==> config.mk <==
export PLATFORM = sky130hd
export DESIGN_NAME = rhp_root_hub_ports
export DESIGN_NICKNAME = d
export VERILOG_FILES = /design/src/rhp_pkg.sv /design/src/rhp_root_hub_ports.sv /design/src/rhp_sync.sv /design/src/rhp_tick.sv
export SDC_FILE = /design/constraint.sdc
export NUM_CORES = 1
export LEC_CHECK = 0
export ABC_CLOCK_PERIOD_IN_PS = 2000
export CORE_MARGIN = 2
export CORE_UTILIZATION = 29
export DETAILED_ROUTE_END_ITERATION = 10
export DONT_BUFFER_PORTS = 1
export PLACE_DENSITY_LB_ADDON = 0.1
export RECOVER_POWER = 100
export SETUP_SLACK_MARGIN = 0.1
export SLEW_MARGIN = 20
export SYNTH_ARGS = -nofsm -noshare
export SYNTH_HDL_FRONTEND = slang
export SYNTH_SLANG_ARGS = --single-unit
==> constraint.sdc <==
create_clock -name clk -period 2 [get_ports clk]
set_clock_uncertainty 0.2 [all_clocks]
set_input_delay 0.4 -clock clk [delete_from_list [all_inputs] [get_ports clk]]
set_output_delay 0.4 -clock clk [all_outputs]
set_load 0.01 [all_outputs]
==> src/rhp_pkg.sv <==
// Shared constants and carrier types for the root hub port block
package rhp_pkg;

	localparam int unsigned NPORTS = 2;

	// Register byte offsets
	localparam logic [7:0] PORT0_OFS = 8'h00;
	localparam logic [7:0] CFG_OFS   = 8'h08;
	localparam logic [7:0] ISTAT_OFS = 8'h0c;
	localparam logic [7:0] IMASK_OFS = 8'h10;

	// Port state register bit positions
	localparam int unsigned BIT_ATTACH     = 0;
	localparam int unsigned BIT_RESET      = 4;
	localparam int unsigned BIT_SUPPLY     = 8;
	localparam int unsigned BIT_SLOW       = 9;
	localparam int unsigned BIT_ATTACH_CHG = 16;
	localparam int unsigned BIT_DONE_CHG   = 20;
	localparam logic [31:0] PORT_RD_MASK   = 32'h00110311;

	// Configuration register bit positions
	localparam int unsigned CFG_SCHEME    = 0;
	localparam int unsigned CFG_SELECT_LO = 1;
	localparam int unsigned CFG_FIXED_LO  = 3;
	localparam int unsigned CFG_ALL_ON    = 8;
	localparam int unsigned CFG_ALL_OFF   = 9;
	localparam int unsigned CFG_HUB_RESET = 10;
	localparam int unsigned CFG_W         = 5;
	localparam logic [CFG_W-1:0] CFG_RESET = 5'h00;

	// Interrupt status: two events per port
	localparam int unsigned EVT_W = 2 * NPORTS;
	localparam logic [EVT_W-1:0] EVT_RESET = 4'h0;

	// Timing
	localparam int unsigned CLK_PERIOD_NS = 32'h0000000a;
	localparam int unsigned MS_NS         = 32'h000f4240;
	localparam int unsigned MS_CYCLES     = MS_NS / CLK_PERIOD_NS;
	localparam int unsigned RESET_TIME_MS = 32'h0000000a;
	localparam int unsigned TICK_W        = 4;
	// One extra tick covers the partial first millisecond
	localparam logic [TICK_W-1:0] RESET_TICKS = TICK_W'(RESET_TIME_MS + 1);

	// Pins of one downstream port
	typedef struct packed {
		logic attach;
		logic slow;
		logic overCur;
	} rhp_pins_t;

	// State of one downstream port
	typedef struct packed {
		logic              supply;
		logic              resetActive;
		logic              attachChg;
		logic              doneChg;
		logic              prevAttach;
		logic [TICK_W-1:0] ticks;
	} rhp_port_t;

	localparam rhp_port_t PORT_RESET = '0;

endpackage : rhp_pkg

==> src/rhp_root_hub_ports.sv <==
// Root hub downstream port power, reset and status logic with APB registers
//
// Design decisions made here: register access over APB and the register addresses.
`timescale 1ns/1ps
module rhp_root_hub_ports import rhp_pkg::*; #(
	parameter int unsigned MS_CYCLES_P      = MS_CYCLES,
	parameter bit          SWITCH_SUPPORTED = 1'b1
) (
	input  wire logic                    clk,
	input  wire logic                    resetn,
	input  wire logic                    psel,
	input  wire logic                    penable,
	input  wire logic                    pwrite,
	input  wire logic [7:0]              paddr,
	input  wire logic [31:0]             pwdata,
	output logic      [31:0]             prdata,
	output logic                         pready,
	output logic                         pslverr,
	input  wire rhp_pins_t [NPORTS-1:0]  portPins,
	output logic      [NPORTS-1:0]       supplyEn,
	output logic      [NPORTS-1:0]       resetDrive,
	output logic                         irq
);

	// Byte offset of a port state register
	function automatic logic [7:0] portOfs(input int unsigned idx);
		portOfs = PORT0_OFS + 8'(4 * idx);
	endfunction : portOfs

	// Read image of a port state register
	function automatic logic [31:0] portRead(input rhp_port_t p, input logic att, input logic slow);
		portRead                 = '0;
		portRead[BIT_ATTACH]     = att;
		portRead[BIT_RESET]      = p.resetActive;
		portRead[BIT_SUPPLY]     = SWITCH_SUPPORTED ? p.supply : 1'b1;
		portRead[BIT_SLOW]       = att & slow;
		portRead[BIT_ATTACH_CHG] = p.attachChg;
		portRead[BIT_DONE_CHG]   = p.doneChg;
	endfunction : portRead

	rhp_pins_t [NPORTS-1:0] pinsS;
	logic                   msTick;
	rhp_port_t [NPORTS-1:0] port_r;
	rhp_port_t [NPORTS-1:0] port_nxt;
	logic      [NPORTS-1:0] attNow;
	logic      [NPORTS-1:0] portWr;
	logic      [EVT_W-1:0]  evt;
	logic      [CFG_W-1:0]  cfg_r;
	logic      [CFG_W-1:0]  cfg_nxt;
	logic      [EVT_W-1:0]  istat_r;
	logic      [EVT_W-1:0]  istat_nxt;
	logic      [EVT_W-1:0]  imask_r;
	logic      [EVT_W-1:0]  imask_nxt;
	logic                   hubRst_r;
	logic                   hubRst_nxt;
	logic                   irq_nxt;
	logic      [31:0]       prdata_nxt;
	logic                   pready_nxt;
	logic                   pslverr_nxt;
	logic                   setupPh;
	logic                   wrEn;
	logic                   rdEn;
	logic                   cfgWr;
	logic                   allOn;
	logic                   allOff;
	logic                   mapped;

	// Pins come from the device side, outside our clock
	rhp_sync #(
		.W ($bits(pinsS))
	) uSync (
		.clk    (clk),
		.resetn (resetn),
		.d      (portPins),
		.q      (pinsS)
	);

	// Millisecond time base for reset signaling
	rhp_tick #(
		.CYCLES (MS_CYCLES_P)
	) uTick (
		.clk    (clk),
		.resetn (resetn),
		.tick   (msTick)
	);

	// Bus phase decode; zero-wait slave, errors decided in setup
	always_comb begin
		setupPh = psel & ~penable;
		wrEn    = psel & penable & pready & pwrite & ~pslverr;
		rdEn    = psel & penable & pready & ~pwrite & ~pslverr;
		cfgWr   = wrEn & (paddr == CFG_OFS);
		allOn   = cfgWr & pwdata[CFG_ALL_ON];
		allOff  = cfgWr & pwdata[CFG_ALL_OFF];
		for (int i = 0; i < NPORTS; i++) begin
			portWr[i] = wrEn & (paddr == portOfs(i));
		end
	end

	// Per-port power, attach and reset behaviour
	always_comb begin
		port_nxt = port_r;
		evt      = '0;
		for (int i = 0; i < NPORTS; i++) begin
			logic perPort;
			logic onCmd;
			logic offCmd;
			logic rstCmd;
			logic attSet;
			logic doneSet;
			perPort = 1'b0;
			onCmd   = 1'b0;
			offCmd  = 1'b0;
			rstCmd  = 1'b0;
			attSet  = 1'b0;
			doneSet = 1'b0;
			// Attach is only seen while the port is powered
			attNow[i] = pinsS[i].attach & port_r[i].supply;
			// Which command pair steers this port
			perPort = cfg_r[CFG_SCHEME] & cfg_r[CFG_SELECT_LO + i];
			onCmd   = perPort ? (portWr[i] & pwdata[BIT_SUPPLY]) : allOn;
			offCmd  = perPort ? (portWr[i] & pwdata[BIT_SLOW]) : allOff;
			if (onCmd) begin
				port_nxt[i].supply = 1'b1;
			end
			if (offCmd) begin
				port_nxt[i].supply = 1'b0;
			end
			if (pinsS[i].overCur) begin
				port_nxt[i].supply = 1'b0;
			end
			if (!SWITCH_SUPPORTED) begin
				port_nxt[i].supply = 1'b1;
			end
			// Reset signaling runs on the millisecond enable
			rstCmd = portWr[i] & pwdata[BIT_RESET];
			if (rstCmd && attNow[i] && !port_r[i].resetActive) begin
				port_nxt[i].resetActive = 1'b1;
				port_nxt[i].ticks       = RESET_TICKS;
			end else if (port_r[i].resetActive && msTick) begin
				if (port_r[i].ticks == TICK_W'(1)) begin
					port_nxt[i].resetActive = 1'b0;
					doneSet                 = 1'b1;
				end else begin
					port_nxt[i].ticks = port_r[i].ticks - TICK_W'(1);
				end
			end
			// Empty or unpowered port cannot hold reset
			if (!attNow[i] || !port_nxt[i].supply) begin
				port_nxt[i].resetActive = 1'b0;
			end
			// Attach change sources
			if (cfg_r[CFG_FIXED_LO + i]) begin
				attSet = hubRst_r & attNow[i];
			end else begin
				attSet = attNow[i] != port_r[i].prevAttach;
			end
			attSet = attSet | (rstCmd & ~attNow[i]);
			port_nxt[i].prevAttach = attNow[i];
			// Clear first so a coincident set wins
			if (portWr[i] && pwdata[BIT_ATTACH_CHG]) begin
				port_nxt[i].attachChg = 1'b0;
			end
			if (portWr[i] && pwdata[BIT_DONE_CHG]) begin
				port_nxt[i].doneChg = 1'b0;
			end
			if (attSet) begin
				port_nxt[i].attachChg = 1'b1;
			end
			if (doneSet) begin
				port_nxt[i].doneChg = 1'b1;
			end
			evt[2 * i]     = attSet;
			evt[2 * i + 1] = doneSet;
		end
	end

	// Configuration, interrupt and bus answer next values
	always_comb begin
		cfg_nxt    = cfg_r;
		imask_nxt  = imask_r;
		hubRst_nxt = cfgWr & pwdata[CFG_HUB_RESET];
		if (cfgWr) begin
			cfg_nxt = pwdata[CFG_W-1:0];
		end
		if (wrEn && paddr == IMASK_OFS) begin
			imask_nxt = pwdata[EVT_W-1:0];
		end
		// Clear only what the read returned, so late events survive
		istat_nxt = istat_r;
		if (rdEn && paddr == ISTAT_OFS) begin
			istat_nxt = istat_r & ~prdata[EVT_W-1:0];
		end
		istat_nxt = istat_nxt | evt;
		irq_nxt   = |(istat_nxt & imask_nxt);
		// Read data captured in setup, presented in access
		mapped = (paddr == CFG_OFS) || (paddr == ISTAT_OFS) || (paddr == IMASK_OFS);
		prdata_nxt = prdata;
		for (int i = 0; i < NPORTS; i++) begin
			if (paddr == portOfs(i)) begin
				mapped     = 1'b1;
				prdata_nxt = portRead(port_r[i], attNow[i], pinsS[i].slow);
			end
		end
		unique case (paddr)
			CFG_OFS: begin
				prdata_nxt = {27'h0000000, cfg_r};
			end
			ISTAT_OFS: begin
				prdata_nxt = {28'h0000000, istat_r};
			end
			IMASK_OFS: begin
				prdata_nxt = {28'h0000000, imask_r};
			end
			default: begin
				if (!mapped) begin
					prdata_nxt = '0;
				end
			end
		endcase
		if (!setupPh) begin
			prdata_nxt = prdata;
		end
		pready_nxt  = setupPh;
		pslverr_nxt = setupPh & ~mapped;
	end

	// State registers
	always_ff @(posedge clk or negedge resetn) begin
		if (!resetn) begin
			port_r     <= {NPORTS{PORT_RESET}};
			cfg_r      <= CFG_RESET;
			istat_r    <= EVT_RESET;
			imask_r    <= EVT_RESET;
			hubRst_r   <= 1'b0;
			irq        <= 1'b0;
			prdata     <= '0;
			pready     <= 1'b0;
			pslverr    <= 1'b0;
			supplyEn   <= '0;
			resetDrive <= '0;
		end else begin
			port_r   <= port_nxt;
			cfg_r    <= cfg_nxt;
			istat_r  <= istat_nxt;
			imask_r  <= imask_nxt;
			hubRst_r <= hubRst_nxt;
			irq      <= irq_nxt;
			prdata   <= prdata_nxt;
			pready   <= pready_nxt;
			pslverr  <= pslverr_nxt;
			for (int i = 0; i < NPORTS; i++) begin
				supplyEn[i]   <= port_nxt[i].supply;
				resetDrive[i] <= port_nxt[i].resetActive;
			end
		end
	end

	// Per-port checks
	for (genvar g = 0; g < NPORTS; g++) begin : gChk
		logic portRd;
		assign portRd = rdEn && (paddr == portOfs(g));

	end
endmodule : rhp_root_hub_ports

==> src/rhp_sync.sv <==
// Two-stage synchroniser for asynchronous pin levels
`timescale 1ns/1ps
module rhp_sync import rhp_pkg::*; #(
	parameter int unsigned W = 1
) (
	input  wire logic         clk,
	input  wire logic         resetn,
	input  wire logic [W-1:0] d,
	output logic      [W-1:0] q
);

	logic [W-1:0] meta_r;
	logic [W-1:0] meta_nxt;
	logic [W-1:0] q_nxt;

	// First stage feeds only the second
	always_comb begin
		meta_nxt = d;
		q_nxt    = meta_r;
	end

	always_ff @(posedge clk or negedge resetn) begin
		if (!resetn) begin
			meta_r <= '0;
			q      <= '0;
		end else begin
			meta_r <= meta_nxt;
			q      <= q_nxt;
		end
	end

endmodule : rhp_sync

==> src/rhp_tick.sv <==
// Free-running divider giving a one-cycle millisecond enable
`timescale 1ns/1ps
module rhp_tick import rhp_pkg::*; #(
	parameter int unsigned CYCLES = MS_CYCLES
) (
	input  wire logic clk,
	input  wire logic resetn,
	output logic      tick
);

	localparam int unsigned W = (CYCLES > 1) ? $clog2(CYCLES) : 1;
	localparam logic [W-1:0] LAST = W'(CYCLES - 1);

	logic [W-1:0] cnt_r;
	logic [W-1:0] cnt_nxt;
	logic         tick_nxt;

	// Wrap at the last count and pulse once
	always_comb begin
		if (cnt_r == LAST) begin
			cnt_nxt  = '0;
			tick_nxt = 1'b1;
		end else begin
			cnt_nxt  = cnt_r + W'(1);
			tick_nxt = 1'b0;
		end
	end

	always_ff @(posedge clk or negedge resetn) begin
		if (!resetn) begin
			cnt_r <= '0;
			tick  <= 1'b0;
		end else begin
			cnt_r <= cnt_nxt;
			tick  <= tick_nxt;
		end
	end

endmodule : rhp_tick

==> impl_results.md, run 1 <==
* Worst flop-to-flop path endpoint: irq
* Max Root-Sink Buffers at 2
* Total CTS buffers at 9
* Setup violators final at 0
* Syn avg cell area at ~10 sq um
* Peak fanout along the critical path at 5
* DP HPWL at 6.359 mm
* Commonest non-fill, non-tap cells in the layout: dfrtp_1, nand2_1, nor2_1
* Core area at 0.01206 sq mm
* P per Cell Area at about 750 mW/mm^2
* Largest net degree at the start of global routing at 75
* Placed cell area at roughly 0.0039 sq mm
* Pins Over Slew Limit at 0
* Async SR Flop Fraction at 100.0%
* Failing checks: hold timing
* Clk pwr share at a little over 50%
* Gate Count Post-Synth at 344
* CP peak stage delay at roughly 400 ps
* Cell total after placement at 534
* Port bufs at 0
* Initial DRC Count at 97
* Worst VDD drop at 578.5 uV
* MaxCap Viol Count at 0
* Reg2reg path depth at 7
* YS warnings at 0
* Hold slack at -439.2 ps
* Sequential area share after synthesis at about half
* NetSw at 0.0007022 W
* Status: finished with violations
* Req. time, crit path at 1980 ps
* Slowest CP cell: dfrtp_1
* Final period util at 99.18%
* Final instance area at 0.004385 sq mm
* H-tree depth at 3
* Final setup TNS at 0 ps
* GRT overflow at 0
* Fin cells at 566
* CTS root buffer: clkbuf_16
* Worst path cell trace: nand4b_1 > buf_6 > nor4_4 > buf_4 > a21boi_4 > o31ai_2 > nand4_1
* Worst Path Arrival at 1970 ps
* Final setup margin at 16.46 ps
* Clk pin slew, worst setup/hold paths at 60 ps
* Die area at 0.01334 sq mm
* Worst R2R Start: pslverr
* Worst min-delay path class: input port to asynchronous set/reset pin
* Leak at 1.988 nW
* Int Power at 0.002595 W
* Routability Congestion at 0.7590
* Antenna Cells at 0
* Die height at approximately 120 um
* DR WL/cell at around 15 um
* Routed WL at 8.631 mm
* Minimum clock period at slightly below 2000 ps
* Switching share of power at a little over a fifth
* Final Util at 36.36%
* Hold Buf Count CTS at 9
* Initial core utilization at about 30%
* Most common cell after layout, fill and taps aside: dfrtp_1
* CP Launch Type: register
* Setup slack at placement at -138.9 ps
* Routed vias at 2,535
* Io pins at 90
* Worst Setup End Kind: register
* Hold Fails Final Rpt at 74
* Seq cells post-synth at 74
* Max frequency at 0.5041 GHz
* RSZ-0062 raised after global routing: true
* Die width at 115.5 um
* Vias/cell at 4.479
* Layout Area Growth over Synthesis at 21.62%
* Synth cell types at 53
* First-pass GRT wire length at between 10 and 15 mm
* Vias in the first global route at 2,516
* DRC Markers at 0
* Share of layout cells above drive strength 1 at 17.84%
* DRT Pass-1 Iters at 4
* GRT Overall Usage at 13.74%
* Worst-skew pair later-pin latency at 340 ps
* CTS sink cnt at 74
* Post-synthesis instance area at 0.003606 sq mm
* Nets@finish at 449
* # rows at 40
* Setup CP Type: register to register
* Initial antenna violation count at 0
* Comb power frac at 2.6%
* Antenna Nets Post-Route at 0
* Sequential share of power at between 40% and 50%
* Top FF cell, synth: dfrtp_1
* R2R setup slack at ~16 ps
* CTS tree: built
* Number of synthesized flops with an enable pin at 0
[synthesized netlist by cell type (all sizes together) (3+ instances only)]
library cell	number	area [sq um]
ha	5	62.56
nand4	5	31.28
buf	28	214.0
a31oi	3	18.77
a22o	4	35.03
o21ai	12	60.06
or3	3	23.77
nand2	48	182.7
mux2i	4	40.04
inv	10	37.54
nor4	8	101.3
a21oi	6	30.03
xnor2	12	105.1
nor2	26	97.59
xor2	11	96.34
nand2b	4	25.02
dfrtp	74	1852
nor2b	5	31.28
nand3	16	85.08
nor3	11	55.05
mux2	9	101.4
a22oi	3	22.52
and3	5	31.28
[worst max-delay path, delay by kind of cell (launching register included)]
family                 cells  cell delay [ps]
buffers and inverters      2              340
flip-flops                 1              400
AO/OA/AOI/OAI              2              260
AND/OR/NAND/NOR            3              640
[per-stage QoR]
stage / total power, W / hold slack, ps
CTS: 0.003359 / -459.5
global placement: 0.001623 / -89.14
finish: 0.003297 / -439.2
detailed placement: 0.001624 / -89.25
global route: 0.003427 / -461.9
floorplan: 0.001644 / -95.59
[final cells by class]
cell class / count / area [sq um]
fillers: 1237 / 7676
flip-flops and latches: 74 / 1852
multi-input cells: 252 / 1635
repair buffers: 46 / 337.8
clock buffers: 11 / 252.7
well taps: 168 / 210.2
clock inverters: 5 / 60.06
inverters: 10 / 37.54
[sequential cells by signal (all words and copies together) (netlist names)]
name,flops
uTick.cnt_r,17
port_r,16
prdata,9
uSync.meta_r,6
uSync.q,6
cfg_r,5
imask_r,4
istat_r,4
hubRst_r,1
irq,1
pready,1
pslverr,1
resetDrive,1
supplyEn,1
uTick.tick,1
[power by group through the flow]
stage | Sequential [W] | Clock [W] | Combinational, W
floorplan | 0.00155 | 0 | 0.0000894
finish | 0.00153 | 0.00168 | 0.0000846
detailed placement | 0.00156 | 0 | 0.0000672
global route | 0.00153 | 0.00180 | 0.0000937
global placement | 0.00156 | 0 | 0.0000671
CTS | 0.00153 | 0.00175 | 0.0000832
[logic make-up (layout without fill, tap and decap cells)]
kind of cell	count (synthesis)	after routing	share of synthesized area, %
flops	74	74	51.35
xor+xnor	23	23	5.586
other cells	1	23	0.1040
buf+inv	40	72	7.183
compound gates	42	42	8.015
fa+ha+maj	5	5	1.735
mux	13	13	3.921
simple gates	146	146	22.10
[worst max path at each step]
stage	from	end	slack, ps	cells after the start
detailed placement	paddr[6]	port_r[12]	-140	6
finish	pslverr	irq	20	7
global route	pslverr	irq	-80	7
CTS	pslverr	irq	60	6
global placement	paddr[1]	irq	-170	5
floorplan	paddr[3]	port_r[10]	-40	6
[layer usage]
layer	up-vias	GRT usage, %	routed length, um
met1	1231	19.20	4272
li1	1257	-	-
met2	43	20.12	3924
met5	-	0	0
met4	0	3.855	76
met3	4	4.916	358
[repair_timing]
action                     in CTS  in global routing
hold endpoints to repair       83                 74
gates resized for setup         1                 18
setup endpoints to repair       5                 19
pin swaps                       0                  8
gates cloned                    0                  1
buffers inserted                2                  4
(Power assumes the default switching activity.)
==> run 2, diff against run 1 <==
- ABC_AREA: unset -> 1
- CORE_UTILIZATION: 29 -> 38
==> impl_results.md, run 2 <==
* Final period util at 89.14%
* Largest register by flop count: uTick.cnt_r
* Routed vias at around 2,700
* Initial core utilization at approximately two fifths
* CTS tree: built
* Die area at 0.01070 sq mm
* Worst VDD drop at 424.0 uV
* Port bufs at 0
* Post-synth top area share at between 40% and 50%
* P per Cell Area at 713.6 mW/mm^2
* Top Metal Used: met4
* Final setup TNS at 0 ps
* Routability Congestion at 0.8066
* Die height at 103.4 um
* Int Power at between 0.002 and 0.0025 W
* Sequential share of power at 51.8%
* Antenna Nets Post-Route at 0
* CP Launch Type: register
* Antenna Cells at 0
* Setup violators final at 0
* Core area at 0.009684 sq mm
* Most frequent CP cell: nand2_1
* Die width at 103.4 um
* Peak fanout along the critical path at 7
* Vias in the first global route at between 2,000 and 3,000
* Sequential area share after synthesis at about 49%
* Final Util at a little over two fifths
* Max frequency at 0.5609 GHz
* Area contributors post-synth: dfrtp_1, nand2_1, inv_1
* CP peak stage delay at 420 ps
* YS warnings at 0
* Largest net degree at the start of global routing at between 70 and 80
* NetSw at 0.0006054 W
* Vias/cell at 4.526
* Req. time, crit path at 2020 ps
* Syn avg cell area at 8.598 sq um
* Setup CP Type: register to register
* Io pins at 90
* Status: finished with violations
* Hold Fails Final Rpt at 74
* Commonest non-fill, non-tap cells in the layout: nand2_1, dfrtp_1, inv_1
* GRT overflow at 0
* Clk pin slew, worst setup/hold paths at around 80 ps
* Slowest CP cell: dfrtp_1
* MaxCap Viol Count at 0
* Max Root-Sink Buffers at 2
* Worst Path Arrival at around 1800 ps
* # rows at 36
* Initial DRC Count at 70
* Routed WL at 7.599 mm
* Share of layout cells above drive strength 1 at under 10%
* Seq cells post-synth at 74
* DR WL/cell at 12.77 um
* DP HPWL at approximately 5.8 mm
* Post-synthesis instance area at 0.003757 sq mm
* Placed cell area at ~0.0038 sq mm
* Worst min-delay path class: input port to asynchronous set/reset pin
* Most common cell after layout, fill and taps aside: nand2_1
* Hold Buf Count CTS at 7
* First-pass GRT wire length at 12.53 mm
* Layout Area Growth over Synthesis at 9.824%
* Final instance area at just over 0.004 sq mm
* Total CTS buffers at 9
* RSZ-0062 raised after global routing: false
* Top FF cell, synth: dfrtp_1
* Switching share of power at roughly a fifth
* Hold slack at -466.8 ps
* Synth cell types at 32
* Fillers at 979
* Clk pwr share at 45.7%
* Metal2 WL at 3.594 mm
* Commonest cells post-synth: nand2_1, dfrtp_1, inv_1, nand3_1, buf_4
* Worst Setup End Kind: register
* Delay-heaviest family, CP: simple AND/OR/NAND/NOR gates
* Worst-skew pair later-pin latency at between 300 and 400 ps
* Buf/Inv on CP at 3
* DRC Markers at 0
* Most numerous cell in the Yosys netlist: nand2_1
* Synth area leader: dfrtp_1
* Initial antenna violation count at 0
* GRT Overall Usage at 15.44%
* Async SR Flop Fraction at 100.0%
* Pins Over Slew Limit at 0
* CTS root buffer: clkbuf_8
* Failing checks: hold timing
* Wl on met1 at ~3.6 mm
* Routed met3 length at 362 um
* Comb power frac at 2.5%
* Top Registers: uTick.cnt_r x17, port_r x16, prdata x9
* Nets@finish at 513
* Leak at 2.101 nW
* DRT Pass-1 Iters at 4
* Number of synthesized flops with an enable pin at 0
* H-tree depth at 3
* Max reg flops at 17
* Minimum clock period at 1783 ps
* Worst path cell trace: inv_1 > nand2_1 > nor2_4 > clkbuf_4 > nand2_1 > clkbuf_1 > nand2_1 > o21ai_0
* CTS sink cnt at between 70 and 80
* Gate Count Post-Synth at 437
## run 2: layout make-up
cell class / instances / area [sq um] / area share [%]
tap: 133 / 166.4 / 4.033
clock buffer: 12 / 165.2 / 4.002
sequential: 74 / 1852 / 44.88
inverter: 62 / 232.7 / 5.640
timing repair buffer: 16 / 122.6 / 2.972
multi-input combinational: 294 / 1515 / 36.72
clock inverter: 4 / 72.57 / 1.759
## run 2: cells by family (layout without fill, tap and decap cells)
group / after synthesis / after routing / synth area share (%)
and+or+nand+nor: 220 / 220 / 28.57
buffers and inverters: 91 / 94 / 12.09
DFF: 74 / 74 / 49.28
AOI/OAI and AO/OA: 32 / 32 / 4.962
xor gates and xnor gates: 13 / 13 / 3.030
adders and majority gates: 5 / 5 / 1.665
other: 1 / 23 / 0.09980
muxes: 1 / 1 / 0.2997
## run 2: metrics by stage
| step | setup WS (ps) | total power [W] | hold WS [ps] | cells |
|---|---|---|---|---|
| after CTS | 207.6 | 0.002999 | -474.9 | 594 |
| final | 217.2 | 0.002945 | -466.8 | 595 |
| after global placement | 199.5 | 0.001621 | -93.88 | 571 |
| after detailed placement | 118.0 | 0.001621 | -93.91 | 571 |
| after floorplan | 406.4 | 0.001641 | -95.59 | 459 |
| after global routing | 68.62 | 0.003085 | -498.8 | 595 |
## run 2: worst paths after layout
kind / slack [ps] / start / endpoint / cells after the start
setup / recovery: 220 / pslverr / cfg_r[2] / 8
hold / removal: -470 / resetn / prdata[1] / 0
setup reg to reg: 220 / pslverr / cfg_r[2] / 8
hold reg to reg: 150 / uSync.meta_r[3] / uSync.q[3] / 0
max in group asynchronous: 1950 / resetn / uTick.cnt_r[12] / 0
min in group clk: 20 / pwdata[10] / hubRst_r / 2
## run 2: timing repair
action,CTS,global route
hold endpoints to repair,81,74
setup buffers,0,1
endpoints found under the setup margin,0,3
gates resized for setup,0,1
## run 2: metal layers
metal,track usage (%),vias up
met2,24.91,63
met4,4.150,0
met5,0,-
met1,20.22,1239
met3,4.772,10
li1,-,1381
## run 2: worst register-to-register path, cell delays in order, from the launching register on
cell and delay (ps):
dfrtp_1 420, inv_1 90, nand2_1 90, nor2_4 210, clkbuf_4 180, nand2_1 120, clkbuf_1 200, nand2_1 80
o21ai_0 70
## run 2: power by group through the flow
stage | Combinational [W] | Clock, W | Sequential (W)
floorplan | 0.0000897 | 0 | 0.00155
global placement | 0.0000658 | 0 | 0.00155
detailed placement | 0.0000664 | 0 | 0.00155
CTS | 0.0000775 | 0.00140 | 0.00152
global route | 0.0000867 | 0.00147 | 0.00153
finish | 0.0000740 | 0.00135 | 0.00153
==> run 3, diff against run 2 <==
- CORE_MARGIN: 2 -> 3
- CTS_CLUSTER_DIAMETER: unset -> 100
==> impl_results.md, run 3 (same netlist as run 2, synthesis figures left out) <==
* Largest register by flop count: uTick.cnt_r
* Busiest layer in global routing: met2
* Routability Congestion at 0.7785
* CTS root buffer: clkbuf_8
* Die height at 105.4 um
* Worst R2R Start: pslverr
* Final period util at 88.91%
* Footprint of the multi-input gates at around 0.0015 sq mm
* CP Launch Type: register
* DRT Pass-1 Iters at 4
* Switching share of power at 21.02%
* H-tree depth at 3
* GRT overflow at 0
* Setup bufs post-CTS at 0
* Routing usage on met2 at 24.59%
* Die area at 0.01112 sq mm
* Register Area at 0.001852 sq mm
* Grt met1 use at about a fifth
* NetSw at 0.0005695 W
* Worst VDD drop at roughly 320 uV
* Fin cells at between 500 and 600
* Initial DRC Count at 78
* Hold Fails Final Rpt at 74
* Max Root-Sink Buffers at 2
* Max frequency at 0.5624 GHz
* MaxCap Viol Count at 0
* Failing checks: hold timing
* R2R setup slack at 220 ps
* Final setup TNS at 0 ps
* Req. time, crit path at 2020 ps
* Hold Buf Count CTS at 8
* Pins Over Slew Limit at 0
* Port bufs at 0
* DRC Markers at 0
* Minimum clock period at 1778 ps
* Vias in the first global route at 2,725
* Layout Area Growth over Synthesis at 8.691%
* Clk pwr share at 40.8%
* Status: finished with violations
* Commonest non-fill, non-tap cells in the layout: nand2_1, dfrtp_1, inv_1
* Sequential share of power at 56.3%
* Setup CP Type: register to register
* Core area at 0.009415 sq mm
* Rel. slew slack at 56.92%
* Most common cell after layout, fill and taps aside: nand2_1
* Worst-skew pair later-pin latency at 340 ps
* CTS sink cnt at 74
* Int Power at 0.002139 W
* Largest net degree at the start of global routing at 75
* DP HPWL at 5.849 mm
* Met3 usage at 4.532%
* Worst min-delay path class: input port to asynchronous set/reset pin
* Hold slack at -449.7 ps
* Share of layout cells above drive strength 1 at 8.696%
* Tightest Pin Transition at 643.8 ps
* Peak fanout along the critical path at 10
* Placed cell area at about 0.0038 sq mm
* # rows at 35
* Fillers at 965
* Top Registers: uTick.cnt_r x17, port_r x16, prdata x9
* Leak at 2.081 nW
* Setup violators final at 0
* Nets@finish at 512
* Cell total after placement at 566
* Die width at 105.4 um
* P per Cell Area at 663.3 mW/mm^2
* Final setup margin at 221.8 ps
* Total CTS buffers at 9
* Setup slack at placement at 140.1 ps
* Crit path from: pslverr
* Worst Path Arrival at 1800 ps
* Initial antenna violation count at 0
* Io pins at 90
* Antenna Nets Post-Route at 0
* Clk pin slew, worst setup/hold paths at approximately 70 ps
* RSZ-0062 raised after global routing: false
* Final instance area at roughly 0.0041 sq mm
* Initial core utilization at 39.91%
* DR WL/cell at 13.05 um
* Worst Setup End Kind: register
* GRT Overall Usage at 14.79%
* Routed vias at 2,703
* Antenna Cells at 0
* Vias/cell at 4.589
* Comb power frac at 2.8%
* First-pass GRT wire length at 13.09 mm
* CTS tree: built
* Max reg flops at 17
* Routed WL at 7.687 mm
## run 3: final timing paths
| check | end | depth (start not counted) |
|---|---|---|
| max | cfg_r[1] | 5 |
| min | prdata[1] | 0 |
| max reg2reg | cfg_r[1] | 5 |
| min reg2reg | uSync.q[5] | 0 |
| max in group asynchronous | uSync.q[3] | 0 |
| min in group clk | imask_r[1] | 2 |
## run 3: final cells by class
type                            count  share of cell area (%)
Sequential cell                    74                   45.34
Multi-Input combinational cell    294                   37.41
Inverter                           62                   5.699
Tap cell                          129                   3.952
Clock buffer                       12                   3.554
Timing Repair Buffer               15                   3.064
Clock inverter                      3                  0.9804
## run 3: power groups by stage
| stage | registers (W) | clock network [W] | logic (W) |
|---|---|---|---|
| 2_1_floorplan | 0.00155 | 0 | 0.0000897 |
| 6_report | 0.00153 | 0.00111 | 0.0000767 |
| 3_3_place_gp | 0.00156 | 0 | 0.0000662 |
| 4_1_cts | 0.00153 | 0.00116 | 0.0000795 |
| 5_1_grt | 0.00153 | 0.00122 | 0.0000867 |
| 3_5_place_dp | 0.00156 | 0 | 0.0000668 |
## run 3: routing by layer
metal	up-vias	part of all wire, %	wire length, um
met5	-	0	0
li1	1380	-	-
met2	59	48	3683
met3	9	5.4	414
met4	0	1.1	81
met1	1255	46	3507
## run 3: per-stage QoR
step	util [%]	power [W]
after global placement	40.70	0.001621
after floorplan	-	0.001641
after global routing	43.38	0.002838
final	43.38	0.002709
after detailed placement	40.70	0.001622
after CTS	43.52	0.002762
## run 3: repair_timing
item / in CTS / in global routing
hold endpoints to repair: 82 / 74
resized for setup: 0 / 2
endpoints found under the setup margin: 0 / 5
## run 3: worst max-delay path: stages (launching register included)
cell     delay (ps)
dfrtp_1         420
inv_1            80
nand2_1          80
nor2_4          230
nand2_1         280
mux2_1          380
